**src/verilog/amw_regs.svh**
```systemverilog
// Timing counts, field widths and reset values for the async-memory wait time-out block.
// Assumes a 250 MHz interface clock; included by the package and the design modules.
`ifndef AMW_REGS_SVH
`define AMW_REGS_SVH

// ********************************************************************
// Widths
// ********************************************************************
`define AMW_CS_NUM        4
`define AMW_CS_W          2
`define AMW_ADDR_W        23
`define AMW_DATA_W        32
`define AMW_WCNT_W        8
`define AMW_PHASE_W       4

// ********************************************************************
// Access phase lengths in interface clock cycles
// ********************************************************************
`define AMW_SETUP_CYC     4'h2
`define AMW_STROBE_CYC    4'h4
`define AMW_HOLD_CYC      4'h1

// ********************************************************************
// Reset and constant values
// ********************************************************************
`define AMW_ZERO_DATA     32'h0000_0000
`define AMW_ZERO_ADDR     23'h00_0000
`define AMW_ZERO_WCNT     8'h00
`define AMW_FULL_WCNT     8'hff
`define AMW_ZERO_PHASE    4'h0
`define AMW_ONE_PHASE     4'h1
`define AMW_CS_IDLE       4'hf

`endif

```
**src/verilog/amw_pkg.sv**
```systemverilog
// Types shared by the async-memory wait time-out block.
// Assumes amw_regs.svh is on the include path.
`include "amw_regs.svh"

package amw_pkg;

  // ********************************************************************
  // Request kinds from the on-chip bus master
  // ********************************************************************
  typedef enum logic [1:0] {
    AMW_KIND_ASYNC = 2'h0,
    AMW_KIND_CTRL  = 2'h1,
    AMW_KIND_NONE  = 2'h2
  } amw_kind_t;

  // ********************************************************************
  // Access sequencer states
  // ********************************************************************
  typedef enum logic [2:0] {
    AMW_ST_IDLE,
    AMW_ST_SETUP,
    AMW_ST_STROBE,
    AMW_ST_HOLD,
    AMW_ST_RESP
  } amw_state_t;

endpackage

```
**src/verilog/amw_wait_counter.sv**
```systemverilog
// Counter of cycles spent with the memory wait input active during one access.
// Assumes clear and enable come from logic on the same clock.
`timescale 1ns/1ps
`include "amw_regs.svh"

module amw_wait_counter
  import amw_pkg::*;
(
  input  wire logic                     core_clk_in,
  input  wire logic                     rst_n_in,
  input  wire logic                     clear_in,
  input  wire logic                     count_en_in,
  input  wire logic [`AMW_WCNT_W-1:0]   limit_in,
  output logic      [`AMW_WCNT_W-1:0]   count_out,
  output logic                          over_out
);

  logic [`AMW_WCNT_W-1:0] count_reg;
  logic [`AMW_WCNT_W-1:0] count_next;

  // ********************************************************************
  // Next count: restart per access, saturate at the top
  // ********************************************************************
  always_comb begin
    count_next = count_reg;
    if (clear_in) begin
      count_next = `AMW_ZERO_WCNT;   // see RULE_08
    end else if (count_en_in && (count_reg != `AMW_FULL_WCNT)) begin
      count_next = count_reg + 8'h01;   // see RULE_08
    end
  end

  always_ff @(posedge core_clk_in) begin
    if (!rst_n_in) begin
      count_reg <= `AMW_ZERO_WCNT;
    end else begin
      count_reg <= count_next;
    end
  end

  assign count_out = count_reg;
  assign over_out  = (count_reg > limit_in);   // see RULE_08

endmodule // amw_wait_counter

```
**src/verilog/amw_timeout_ctrl.sv**
```systemverilog
// Asynchronous memory read port with extended-wait time-out and a held error flag.
// Assumes a single 250 MHz clock; wait and data pins are asynchronous and are synchronised here;
// control register data comes from on-chip logic on the same clock; an SDRAM controller pulses
// sdram_done_in when it completes an access.
//
// Functional notes
// (RULE_01) With extended wait on, a read whose wait outlasts the maximum flags a time-out.
// (RULE_02) A read that times out returns an all-zero data word.
// (RULE_03) Control register reads after a time-out return true data but still flag the error.
// (RULE_04) The error holds until a clean async access or any SDRAM access completes.
// (RULE_05) Master may clear it by a dummy read to a chip select without extended wait.
// (RULE_06) Master may disable extended wait, then dummy read the same chip select.
// (RULE_07) Master may clear it by one dummy SDRAM read.
// (RULE_08) Wait-active cycles are counted, restarted each access, compared to the maximum.
`timescale 1ns/1ps
`include "amw_regs.svh"

module amw_timeout_ctrl
  import amw_pkg::*;
(
  input  wire logic                                core_clk_in,
  input  wire logic                                rst_n_in,
  // Bus master request
  input  wire logic                                req_valid_in,
  input  wire logic [1:0]                          req_kind_in,
  input  wire logic [`AMW_CS_W-1:0]                req_cs_in,
  input  wire logic [`AMW_ADDR_W-1:0]              req_addr_in,
  output logic                                     req_ready_out,
  // Answer to the bus master
  output logic                                     rsp_valid_out,
  output logic [`AMW_DATA_W-1:0]                   rsp_data_out,
  output logic                                     rsp_err_out,
  // Configuration per chip select
  input  wire logic [`AMW_CS_NUM-1:0]              ext_wait_en_in,
  input  wire logic [`AMW_CS_NUM*`AMW_WCNT_W-1:0]  max_wait_in,
  // Control register space and SDRAM side
  input  wire logic [`AMW_DATA_W-1:0]              ctrl_rdata_in,
  input  wire logic                                sdram_done_in,
  // Status
  output logic                                     timeout_err_out,
  output logic [`AMW_WCNT_W-1:0]                   wait_count_out,
  // Memory pins
  output logic [`AMW_CS_NUM-1:0]                   mem_cs_n_out,
  output logic                                     mem_oe_n_out,
  output logic [`AMW_ADDR_W-1:0]                   mem_addr_out,
  input  wire logic                                mem_wait_in,
  input  wire logic [`AMW_DATA_W-1:0]              mem_data_in
);

  // ********************************************************************
  // Decoding helpers
  // ********************************************************************
  function automatic logic [`AMW_WCNT_W-1:0] max_of(
    input logic [`AMW_CS_NUM*`AMW_WCNT_W-1:0] vec,
    input logic [`AMW_CS_W-1:0]               cs
  );
    max_of = vec[cs*`AMW_WCNT_W +: `AMW_WCNT_W];
  endfunction

  function automatic logic cs_hit(
    input logic [`AMW_CS_W-1:0] cs,
    input int                   idx
  );
    cs_hit = (cs == idx[`AMW_CS_W-1:0]);
  endfunction

  // ********************************************************************
  // Pin synchronisers
  // ********************************************************************
  logic                    wait_meta_reg;
  logic                    wait_sync_reg;
  logic [`AMW_DATA_W-1:0]  data_meta_reg;
  logic [`AMW_DATA_W-1:0]  data_sync_reg;

  always_ff @(posedge core_clk_in) begin
    if (!rst_n_in) begin
      wait_meta_reg <= 1'b0;
      wait_sync_reg <= 1'b0;
      data_meta_reg <= `AMW_ZERO_DATA;
      data_sync_reg <= `AMW_ZERO_DATA;
    end else begin
      wait_meta_reg <= mem_wait_in;
      wait_sync_reg <= wait_meta_reg;
      data_meta_reg <= mem_data_in;
      data_sync_reg <= data_meta_reg;
    end
  end

  // ********************************************************************
  // Sequencer state
  // ********************************************************************
  amw_state_t                state_reg;
  amw_state_t                state_next;
  logic [`AMW_PHASE_W-1:0]   phase_reg;
  logic [`AMW_PHASE_W-1:0]   phase_next;
  logic [`AMW_CS_W-1:0]      cs_reg;
  logic [`AMW_CS_W-1:0]      cs_next;
  logic [`AMW_ADDR_W-1:0]    addr_reg;
  logic [`AMW_ADDR_W-1:0]    addr_next;
  logic                      ext_reg;
  logic                      ext_next;
  logic                      is_ctrl_reg;
  logic                      is_ctrl_next;
  logic                      tout_reg;
  logic                      tout_next;
  logic [`AMW_DATA_W-1:0]    data_reg;
  logic [`AMW_DATA_W-1:0]    data_next;
  logic                      err_hold_reg;
  logic                      err_hold_next;
  logic                      rsp_err_reg;
  logic                      rsp_err_next;
  logic                      rsp_valid_reg;
  logic                      rsp_valid_next;
  logic [`AMW_CS_NUM-1:0]    cs_n_reg;
  logic [`AMW_CS_NUM-1:0]    cs_n_next;
  logic                      oe_n_reg;
  logic                      oe_n_next;

  logic                      wcnt_clear;
  logic                      wcnt_en;
  logic                      wcnt_over;
  logic [`AMW_WCNT_W-1:0]    wcnt_value;
  logic                      async_clean_done;
  logic                      async_tout_done;

  amw_wait_counter u_wait_counter (
    .core_clk_in (core_clk_in),
    .rst_n_in    (rst_n_in),
    .clear_in    (wcnt_clear),
    .count_en_in (wcnt_en),
    .limit_in    (max_of(max_wait_in, cs_reg)),
    .count_out   (wcnt_value),
    .over_out    (wcnt_over)
  );

  assign req_ready_out = (state_reg == AMW_ST_IDLE);

  // ********************************************************************
  // Next-state logic
  // ********************************************************************
  always_comb begin
    state_next       = state_reg;
    phase_next       = phase_reg;
    cs_next          = cs_reg;
    addr_next        = addr_reg;
    ext_next         = ext_reg;
    is_ctrl_next     = is_ctrl_reg;
    tout_next        = tout_reg;
    data_next        = data_reg;
    rsp_valid_next   = 1'b0;
    rsp_err_next     = rsp_err_reg;
    cs_n_next        = cs_n_reg;
    oe_n_next        = oe_n_reg;
    wcnt_clear       = 1'b0;
    wcnt_en          = 1'b0;
    async_clean_done = 1'b0;
    async_tout_done  = 1'b0;
    case (state_reg)
      AMW_ST_IDLE: begin
        if (req_valid_in && (req_kind_in == AMW_KIND_ASYNC)) begin
          cs_next      = req_cs_in;
          addr_next    = req_addr_in;
          ext_next     = ext_wait_en_in[req_cs_in];
          is_ctrl_next = 1'b0;
          tout_next    = 1'b0;
          phase_next   = `AMW_SETUP_CYC;
          wcnt_clear   = 1'b1;   // see RULE_08
          state_next   = AMW_ST_SETUP;
          for (int i = 0; i < `AMW_CS_NUM; i++) begin
            cs_n_next[i] = !cs_hit(req_cs_in, i);
          end
        end else if (req_valid_in && (req_kind_in == AMW_KIND_CTRL)) begin
          is_ctrl_next = 1'b1;
          data_next    = ctrl_rdata_in;   // see RULE_03
          state_next   = AMW_ST_RESP;
        end
      end
      AMW_ST_SETUP: begin
        phase_next = phase_reg - `AMW_ONE_PHASE;
        if (phase_reg == `AMW_ONE_PHASE) begin
          phase_next = `AMW_STROBE_CYC;
          oe_n_next  = 1'b0;
          state_next = AMW_ST_STROBE;
        end
      end
      AMW_ST_STROBE: begin
        if (phase_reg != `AMW_ZERO_PHASE) begin
          phase_next = phase_reg - `AMW_ONE_PHASE;
        end
        if (ext_reg && wait_sync_reg && wcnt_over) begin
          tout_next  = 1'b1;   // see RULE_01
          data_next  = `AMW_ZERO_DATA;   // see RULE_02
          oe_n_next  = 1'b1;
          phase_next = `AMW_HOLD_CYC;
          state_next = AMW_ST_HOLD;
        end else if (ext_reg && wait_sync_reg) begin
          wcnt_en    = 1'b1;   // see RULE_08
        end else if (phase_reg <= `AMW_ONE_PHASE) begin
          data_next  = data_sync_reg;
          oe_n_next  = 1'b1;
          phase_next = `AMW_HOLD_CYC;
          state_next = AMW_ST_HOLD;
        end
      end
      AMW_ST_HOLD: begin
        phase_next = phase_reg - `AMW_ONE_PHASE;
        if (phase_reg == `AMW_ONE_PHASE) begin
          cs_n_next  = `AMW_CS_IDLE;
          state_next = AMW_ST_RESP;
        end
      end
      AMW_ST_RESP: begin
        rsp_valid_next = 1'b1;
        if (is_ctrl_reg) begin
          rsp_err_next = err_hold_reg;   // see RULE_03
        end else begin
          rsp_err_next     = tout_reg;
          async_tout_done  = tout_reg;
          async_clean_done = !tout_reg;
        end
        state_next = AMW_ST_IDLE;
      end
      default: begin
        state_next = AMW_ST_IDLE;
        cs_n_next  = `AMW_CS_IDLE;
        oe_n_next  = 1'b1;
      end
    endcase
    // Recovery reads (clean async or any SDRAM) release the held error; a new time-out wins
    err_hold_next = err_hold_reg;
    if (async_clean_done || sdram_done_in) begin
      err_hold_next = 1'b0;   // see RULE_04, RULE_05, RULE_06, RULE_07
    end
    if (async_tout_done) begin
      err_hold_next = 1'b1;   // see RULE_04
    end
  end

  // ********************************************************************
  // State registers
  // ********************************************************************
  always_ff @(posedge core_clk_in) begin
    if (!rst_n_in) begin
      state_reg     <= AMW_ST_IDLE;
      phase_reg     <= `AMW_ZERO_PHASE;
      cs_reg        <= '0;
      addr_reg      <= `AMW_ZERO_ADDR;
      ext_reg       <= 1'b0;
      is_ctrl_reg   <= 1'b0;
      tout_reg      <= 1'b0;
      data_reg      <= `AMW_ZERO_DATA;
      err_hold_reg  <= 1'b0;
      rsp_err_reg   <= 1'b0;
      rsp_valid_reg <= 1'b0;
      cs_n_reg      <= `AMW_CS_IDLE;
      oe_n_reg      <= 1'b1;
    end else begin
      state_reg     <= state_next;
      phase_reg     <= phase_next;
      cs_reg        <= cs_next;
      addr_reg      <= addr_next;
      ext_reg       <= ext_next;
      is_ctrl_reg   <= is_ctrl_next;
      tout_reg      <= tout_next;
      data_reg      <= data_next;
      err_hold_reg  <= err_hold_next;
      rsp_err_reg   <= rsp_err_next;
      rsp_valid_reg <= rsp_valid_next;
      cs_n_reg      <= cs_n_next;
      oe_n_reg      <= oe_n_next;
    end
  end

  // ********************************************************************
  // Outputs
  // ********************************************************************
  assign rsp_valid_out   = rsp_valid_reg;
  assign rsp_data_out    = data_reg;
  assign rsp_err_out     = rsp_err_reg;
  assign timeout_err_out = err_hold_reg;
  assign wait_count_out  = wcnt_value;
  assign mem_cs_n_out    = cs_n_reg;
  assign mem_oe_n_out    = oe_n_reg;
  assign mem_addr_out    = addr_reg;

endmodule // amw_timeout_ctrl

```
**config.mk**
```make
export PLATFORM = sky130hd
export DESIGN_NAME = amw_timeout_ctrl
export DESIGN_NICKNAME = d
export VERILOG_FILES = /design/src/verilog/amw_pkg.sv /design/src/verilog/amw_wait_counter.sv /design/src/verilog/amw_timeout_ctrl.sv
export VERILOG_INCLUDE_DIRS = /design/src /design/src/verilog
export SDC_FILE = /design/constraint.sdc
export NUM_CORES = 1
export LEC_CHECK = 0
export BUFFER_PORTS_ARGS = -buffer_cell sky130_fd_sc_hd__buf_4
export CAP_MARGIN = 10
export CORE_MARGIN = 2
export CORE_UTILIZATION = 47
export CTS_BUF_LIST = sky130_fd_sc_hd__clkbuf_2
export DETAILED_ROUTE_END_ITERATION = 10
export HOLD_SLACK_MARGIN = 0.02
export PLACE_DENSITY = 0.78
export SLEW_MARGIN = 20
export SYNTH_ARGS = -nofsm -noshare
export SYNTH_HDL_FRONTEND = slang
export SYNTH_HIERARCHICAL = 1
export SYNTH_SLANG_ARGS = --single-unit
```
**constraint.sdc**
```tcl
create_clock -name core_clk_in -period 3.2 [get_ports core_clk_in]
set_input_delay 0.16 -clock core_clk_in [delete_from_list [all_inputs] [get_ports core_clk_in]]
set_output_delay 0.16 -clock core_clk_in [all_outputs]
set_load 0.005 [all_outputs]
```
# ---- After elaboration in Yosys (flattened, before gate mapping)
# Cells that the tools add are included.
dict set report word_totals {
  reg_bits 149
  inputBits 132
  out_inout_bits 72
  elab_cells 125
}
dict set report op_classes {
  add_sub_neg 2
  n_lt_le_gt_ge 3
  eq_ne 19
  shifts 1
  muxes 49
  n_bitwise 3
  reduce_logical 30
}
# operator n
set ops {}
lappend ops {{$mux W32} 5}
lappend ops {{$pmux W32 S2} 1}
lappend ops {{$mux W4} 8}
lappend ops {{$shiftx A32 B6 Y8} 1}
lappend ops {{$mux W1} 22}
lappend ops {{$mux W3} 7}
lappend ops {{$pmux W4 S4} 1}
lappend ops {{$pmux W3 S4} 1}
lappend ops {{$pmux W4 S3} 1}
lappend ops {{$reduce_and A5 Y1} 2}
lappend ops {{$add A8 B1 Y8 const B} 1}
lappend ops {{$gt A8 B8 Y1} 1}
lappend ops {{$ne A2 B2 Y1 const B} 4}
lappend ops {{$ne A8 B8 Y1 const B} 1}
lappend ops {{$reduce_bool A4 Y1} 2}
lappend ops {{$eq A3 B2 Y1 const B} 2}
lappend ops {{$ne A3 B3 Y1 const B} 2}
lappend ops {{$reduce_and A2 Y1} 3}
lappend ops {{$reduce_and A3 Y1} 2}
lappend ops {{$reduce_bool A2 Y1} 3}
lappend ops {{$reduce_or A3 Y1} 2}
lappend ops {{$logic_and A1 B1 Y1} 5}
lappend ops {{$logic_not A1 Y1} 5}
lappend ops {{$eq A2 B1 Y1 const B} 2}
lappend ops {{18 further kinds} 23}

# ---- Depth between registers and ports, before layout
dict set report logic_depth {
  ltp_word 6
  ltp_mapped 13
  depth_no_buf 11
}

# ---- Cells and area by module
# The synthesis kept the hierarchy.
# mod n_inst cells_per_inst area_per_inst_um2 seq_area_each_um2
set by_module_without_submodules {}
lappend by_module_without_submodules {amw_timeout_ctrl 1 567 5479.0 2822.7}
lappend by_module_without_submodules {amw_wait_counter 1 74 621.8 160.2}

# ---- Least setup slack after synthesis
# No wires, ideal clock.
dict set report synth_path {
  path_type {reg2reg}
  from {register cs_reg[0]}
  to {register data_reg[10] (netlist: rsp_data_out[10])}
  setup_ps 146
  t_arrival_ps 3196
  required_time_ps 3054
  path_slack_ps -143
  path_stages_with_launch 13
  n_path_buf 2
  synth_period_minus_slack_ps 3343
  path_cell_list {dfxtp_1 clkbuf_1 mux4_2 inv_1 ha_1 nand4_1 nor2_1 o22ai_1 and3_1 a21oi_2 a2111oi_4 buf_4 a211oi_2}
}
dict set report synth_via {
  elab_chain_len 5
  word_cells_on_any_way 8
}
# item line_no
set synth_lines {}
lappend synth_lines {{start, declared} amw_timeout_ctrl.sv:96} ;# logic [`AMW_CS_W-1:0] cs_reg;
lappend synth_lines {{start signal, assigned} amw_timeout_ctrl.sv:260} ;# cs_reg <= cs_next;
lappend synth_lines {{$shiftx A32 B6 Y8 *} amw_timeout_ctrl.sv:57} ;# max_of = vec[cs*`AMW_WCNT_W +: `AMW_WCNT_W];
lappend synth_lines {{$gt A8 B8 Y1 *} amw_wait_counter.sv:42} ;# assign over_out = (count_reg > limit_in);
lappend synth_lines {{net wcnt_over} amw_timeout_ctrl.sv:121} ;# logic wcnt_over;
lappend synth_lines {{$logic_and A1 B1 Y1 *} amw_timeout_ctrl.sv:190} ;# if (ext_reg && wait_sync_reg && wcnt_over) begin
lappend synth_lines {{$ne A3 B3 Y1 (no source line) / $mux W32 (equally long branches)} --}
lappend synth_lines {{$reduce_and A5 Y1 (no source line) / $pmux W32 S2 (equally long branches)} --}
lappend synth_lines {{end signal, assigned} amw_timeout_ctrl.sv:251} ;# data_reg <= `AMW_ZERO_DATA;
lappend synth_lines {{end signal, assigned} amw_timeout_ctrl.sv:265} ;# data_reg <= data_next;
lappend synth_lines {{end, declared} amw_timeout_ctrl.sv:106} ;# logic [`AMW_DATA_W-1:0] data_reg;
# Mark *: on every way through the listed nets, which the timed path passes. The rest lies on a longest branch.
# A chain may end at the register's enable or synchronous reset.

# ---- Worst setup path after layout
dict set report layout_path {
  from {register cs_reg[0]}
  to {register data_reg[15] (netlist: rsp_data_out[15])}
}
# Same word-level chain as after synthesis.

==> report_table.html <==
<table>
<tr><th>Metric</th><th>Value</th></tr>
<tr><th colspan="2">Route</th></tr>
<tr><td>Wire per inst</td><td>~16 microns</td></tr>
<tr><td>Drt initial violations</td><td>approximately 450</td></tr>
<tr><td>Vias per cell</td><td>5.14</td></tr>
<tr><td>Number of design rule violations left after detail routing</td><td>0</td></tr>
<tr><td>Wire length reported by the detailed router</td><td>around 19 mm</td></tr>
<tr><td>Antenna Violating Nets Remaining</td><td>0</td></tr>
<tr><td>Length of the first detailed-routing pass in iterations</td><td>6</td></tr>
<tr><td>Number of vias after detailed routing</td><td>5941</td></tr>
<tr><th colspan="2">STA</th></tr>
<tr><td>Setup violation total in the final timing report</td><td>0</td></tr>
<tr><td>Achievable Freq</td><td>roughly 320 MHz</td></tr>
<tr><td>Worst Tran Pin Value</td><td>about 910 ps</td></tr>
<tr><td>Relative max-transition margin</td><td>0.391</td></tr>
<tr><td>Min Tclk post-route</td><td>roughly 3200 ps</td></tr>
<tr><td>Final Skew</td><td>a little under 30 ps</td></tr>
<tr><td>Portion of the clock cycle consumed by the worst path in the final layout</td><td>0.990</td></tr>
<tr><td>Hold Fails Final Rpt</td><td>0</td></tr>
<tr><td>Number of pins with negative max-slew slack in the final report</td><td>0</td></tr>
<tr><th colspan="2">Logic synthesis</th></tr>
<tr><td>Most common flop cell mapped by yosys</td><td>sky130_fd_sc_hd__dfxtp_1</td></tr>
<tr><td>Number of enable flip-flop cells after synthesis</td><td>0</td></tr>
<tr><td>Dominant cell by count in the synthesized netlist</td><td>sky130_fd_sc_hd__dfxtp_1</td></tr>
<tr><td>Seq cells post-synth</td><td>between 100 and 150</td></tr>
<tr><td>Netlist area before placement</td><td>just over 0.006 sq mm</td></tr>
<tr><td>Total nets after synthesis</td><td>a little under 800</td></tr>
<tr><td>Top cells by area, synth</td><td>sky130_fd_sc_hd__dfxtp_1, sky130_fd_sc_hd__and2_1, sky130_fd_sc_hd__a211oi_2</td></tr>
<tr><td>Proportion of synthesized flip-flops having asynchronous set or reset</td><td>0</td></tr>
<tr><td>Total of warnings raised by yosys</td><td>6</td></tr>
<tr><td>Number of cells produced by synthesis</td><td>about 640</td></tr>
<tr><td>Number of different library cells in the post-synthesis netlist</td><td>56</td></tr>
<tr><td>Portion of the post-synthesis area used by sequential elements</td><td>0.489</td></tr>
<tr><td>Average instance area after synthesis</td><td>approximately 9.5 sq um</td></tr>
<tr><td>Yosys top cell by area</td><td>sky130_fd_sc_hd__dfxtp_1</td></tr>
<tr><td>Cell types with the highest counts after synthesis</td><td>sky130_fd_sc_hd__dfxtp_1, sky130_fd_sc_hd__a21oi_1, sky130_fd_sc_hd__nand2_1</td></tr>
<tr><td>Share of the synthesized area in the top cell type</td><td>0.489</td></tr>
<tr><th colspan="2">Place</th></tr>
<tr><td>Placed Cells incl. Taps</td><td>roughly 1000</td></tr>
<tr><td>Count of input and output buffers</td><td>roughly 200</td></tr>
<tr><td>RD Place Congestion</td><td>between 0.8 and 0.9</td></tr>
<tr><td>Area after DPL</td><td>just under 0.008 sq mm</td></tr>
<tr><td>Sum of net half-perimeters after detailed placement</td><td>between 10 and 15 mm</td></tr>
<tr><th colspan="2">Critical path</th></tr>
<tr><td>Biggest fanout along the worst timing path</td><td>8</td></tr>
<tr><td>Reg2Reg Launch Point</td><td>cs_reg[0]</td></tr>
<tr><td>Worst-case reg-to-reg path depth</td><td>14</td></tr>
<tr><td>Worst reg2reg endpoint</td><td>rsp_data_out[15]</td></tr>
<tr><td>Data required, critical path</td><td>between 3000 and 4000 ps</td></tr>
<tr><td>Category of the worst setup path launch point</td><td>flip-flop</td></tr>
<tr><td>WP data arrival</td><td>3800 ps</td></tr>
<tr><td>Critical Path End Type</td><td>flip-flop</td></tr>
<tr><td>Critical Setup Path Class</td><td>flip-flop to flip-flop</td></tr>
<tr><td>Slack of the worst reg-to-reg path</td><td>30 ps</td></tr>
<tr><th colspan="2">Global routing</th></tr>
<tr><td>Maximum number of pins on one net before global-route repair</td><td>about 80</td></tr>
<tr><td>First-pass GRT wire length</td><td>just under 30 mm</td></tr>
<tr><td>Total overflow reported by the global router</td><td>0</td></tr>
<tr><td>Total global-route track usage</td><td>0.264</td></tr>
<tr><td>Vias in the first global route</td><td>approximately 6.3k</td></tr>
<tr><td>Initial antenna violation count</td><td>2</td></tr>
<tr><th colspan="2">Die</th></tr>
<tr><td>Die width</td><td>roughly 120 microns</td></tr>
<tr><td>Initial core utilization</td><td>0.481</td></tr>
<tr><td>Die Outline Area</td><td>about 0.014 sq mm</td></tr>
<tr><td>Floorplan core area</td><td>between 0.01 and 0.015 sq mm</td></tr>
<tr><td>DIE HEIGHT</td><td>approximately 120 microns</td></tr>
<tr><td>Site row count</td><td>between 40 and 50</td></tr>
<tr><td>Boundary pin count</td><td>204</td></tr>
<tr><th colspan="2">Clock network</th></tr>
<tr><td>Root buffer cell</td><td>sky130_fd_sc_hd__clkbuf_2</td></tr>
<tr><td>Number of buffers on the longest clock path</td><td>2</td></tr>
<tr><td>Clock-pin slew on the worst setup and hold paths</td><td>roughly 210 ps</td></tr>
<tr><td>Clock sink total</td><td>approximately 150</td></tr>
<tr><td>CTS tree</td><td>done</td></tr>
<tr><td>Total number of H-tree levels</td><td>4</td></tr>
<tr><td>Worst-Skew Late Latency</td><td>~700 ps</td></tr>
<tr><td>Number of CTS-inserted buffers</td><td>17</td></tr>
<tr><th colspan="2">Final layout</th></tr>
<tr><td>Share of post-route cells with drive strength above 1</td><td>0.318</td></tr>
<tr><td>Post-layout instance area</td><td>about 0.0095 sq mm</td></tr>
<tr><td>Register cell area after layout</td><td>between 0.002 and 0.003 sq mm</td></tr>
<tr><td>Layout Nets</td><td>1113</td></tr>
<tr><td>Filler instances</td><td>a little over 800</td></tr>
<tr><td>Combined area of the multi-input logic cells</td><td>~0.003 sq mm</td></tr>
<tr><td>Post-route non-filler standard cell count</td><td>1155</td></tr>
<tr><td>Synthesis-to-layout area growth</td><td>56.2%</td></tr>
<tr><th colspan="2">Power and ir drop</th></tr>
<tr><td>Leakage Power</td><td>0.00409 uW</td></tr>
<tr><td>Cell Pwr Density</td><td>441 mW/mm^2</td></tr>
<tr><td>Worst-case vdd ir drop</td><td>0.317 mV</td></tr>
<tr><th colspan="2">Min path</th></tr>
<tr><td>Hold Path Class</td><td>input pin to flip-flop</td></tr>
<tr><td>Beginning of the worst hold path</td><td>req_valid_in</td></tr>
<tr><td>Hold Path Cell Cnt</td><td>5</td></tr>
<tr><td>Worst min-delay path endpoint</td><td>state_reg[2]</td></tr>
<tr><th colspan="2">Job</th></tr>
<tr><td>Max_cap viols</td><td>0</td></tr>
<tr><th colspan="2">Status</th></tr>
<tr><td>Status</td><td>finished clean</td></tr>
</table>
routing by layer:
| metal | global-route usage | vias to the layer above | wire [microns] | share of wire |
|---|---|---|---|---|
| li1 | - | 2850 | - | - |
| met1 | 0.276 | 2822 | 7320 | 0.39 |
| met4 | 0.120 | 0 | 564 | 0.030 |
| met3 | 0.0567 | 55 | 927 | 0.049 |
| met2 | 0.500 | 214 | 10000 | 0.53 |
| met5 | 0 | - | 0 | 0 |
stage by stage:
step                setup WS, ps  hold WS (ps)  TNS (ps)  total power [uW]   util
CTS                         23.3          75.7         0              4150  0.739
global route               -54.5           162      -289              4400  0.752
finish                      31.9           160         0              4200  0.752
global placement             137           370         0              2840  0.611
detailed placement         -13.9           371     -14.3              2880  0.611
floorplan                   75.8           287         0              2530      -
power by group:
part	leakage, uW	switching, uW	total (uW)	internal, uW
Clock	0.000152	643	1130	491
Combinational	0.00271	457	1010	551
Sequential	0.00122	78.5	2060	1980
cells by family (layout without fill, tap and decap cells):
group,after synthesis,in the layout,share of synthesized area
multiplexers,13,13,0.0398
AO/OA/AOI/OAI,144,144,0.173
other,0,2,0
buffers and inverters,56,396,0.0451
flip-flops,149,149,0.489
adder cells (fa/ha/maj),12,12,0.0246
AND/OR/NAND/NOR,267,267,0.229
worst max path at each step:
stage	start	cells past startpoint	slack (ps)	end
CTS	cs_reg[0]	13	20	rsp_data_out[13]
global placement	cs_reg[0]	13	140	rsp_data_out[9]
global route	cs_reg[0]	14	-50	rsp_data_out[15]
floorplan	cs_reg[0]	12	80	rsp_data_out[10]
finish	cs_reg[0]	14	30	rsp_data_out[15]
detailed placement	cs_reg[0]	13	-10	rsp_data_out[24]
timing repair:
item	in CTS	in global routing
pin swaps	1	7
hold buffers	131	0
gates cloned	2	4
buffers inserted	2	1
setup endpoints to repair	31	33
hold endpoints to repair	136	0
gates resized for setup	1	16
cell usage in the layout (no fill, tap or decap), types with 4 or more instances in the layout:
cell type,instances
sky130_fd_sc_hd__ha_1,7
sky130_fd_sc_hd__inv_2,4
sky130_fd_sc_hd__ha_4,5
sky130_fd_sc_hd__nor2_1,52
sky130_fd_sc_hd__buf_4,210
sky130_fd_sc_hd__clkbuf_2,17
sky130_fd_sc_hd__nand2_1,69
sky130_fd_sc_hd__clkinv_1,6
sky130_fd_sc_hd__dlygate4sd3_1,131
sky130_fd_sc_hd__dfxtp_1,147
sky130_fd_sc_hd__a211oi_1,5
sky130_fd_sc_hd__a31oi_1,4
sky130_fd_sc_hd__a211oi_2,32
sky130_fd_sc_hd__mux2i_1,4
sky130_fd_sc_hd__o21ai_0,8
sky130_fd_sc_hd__nor3_1,7
sky130_fd_sc_hd__and2_1,66
sky130_fd_sc_hd__bufinv_16,4
sky130_fd_sc_hd__or3_1,4
sky130_fd_sc_hd__and3_1,4
sky130_fd_sc_hd__a21oi_1,74
sky130_fd_sc_hd__nand2b_1,4
sky130_fd_sc_hd__nor2b_1,36
sky130_fd_sc_hd__mux4_2,9
sky130_fd_sc_hd__nand4_1,5
sky130_fd_sc_hd__inv_1,10
final cells by class:
class,instances,share of cell area
clock inverters,14,0.0175
clock buffers,17,0.00893
flip-flops and latches,149,0.314
well taps,172,0.0226
repair buffers,351,0.324
diodes,2,0.000525
multi-input cells,436,0.308
inverters,14,0.00551
worst max-delay path, cell delays in order (launching register included):
cell	delay, ps
sky130_fd_sc_hd__dfxtp_4	420
sky130_fd_sc_hd__buf_12	120
sky130_fd_sc_hd__mux4_2	480
sky130_fd_sc_hd__inv_1	110
sky130_fd_sc_hd__ha_4	150
sky130_fd_sc_hd__nand4_1	150
sky130_fd_sc_hd__nand2b_1	190
sky130_fd_sc_hd__o22ai_2	170
sky130_fd_sc_hd__and3_4	220
sky130_fd_sc_hd__a21oi_2	50
sky130_fd_sc_hd__a2111oi_4	360
sky130_fd_sc_hd__buf_6	220
sky130_fd_sc_hd__clkbuf_16	180
sky130_fd_sc_hd__nor2_1	60
sky130_fd_sc_hd__a211oi_2	210
No activity file was read; power rests on OpenSTA's default activity.
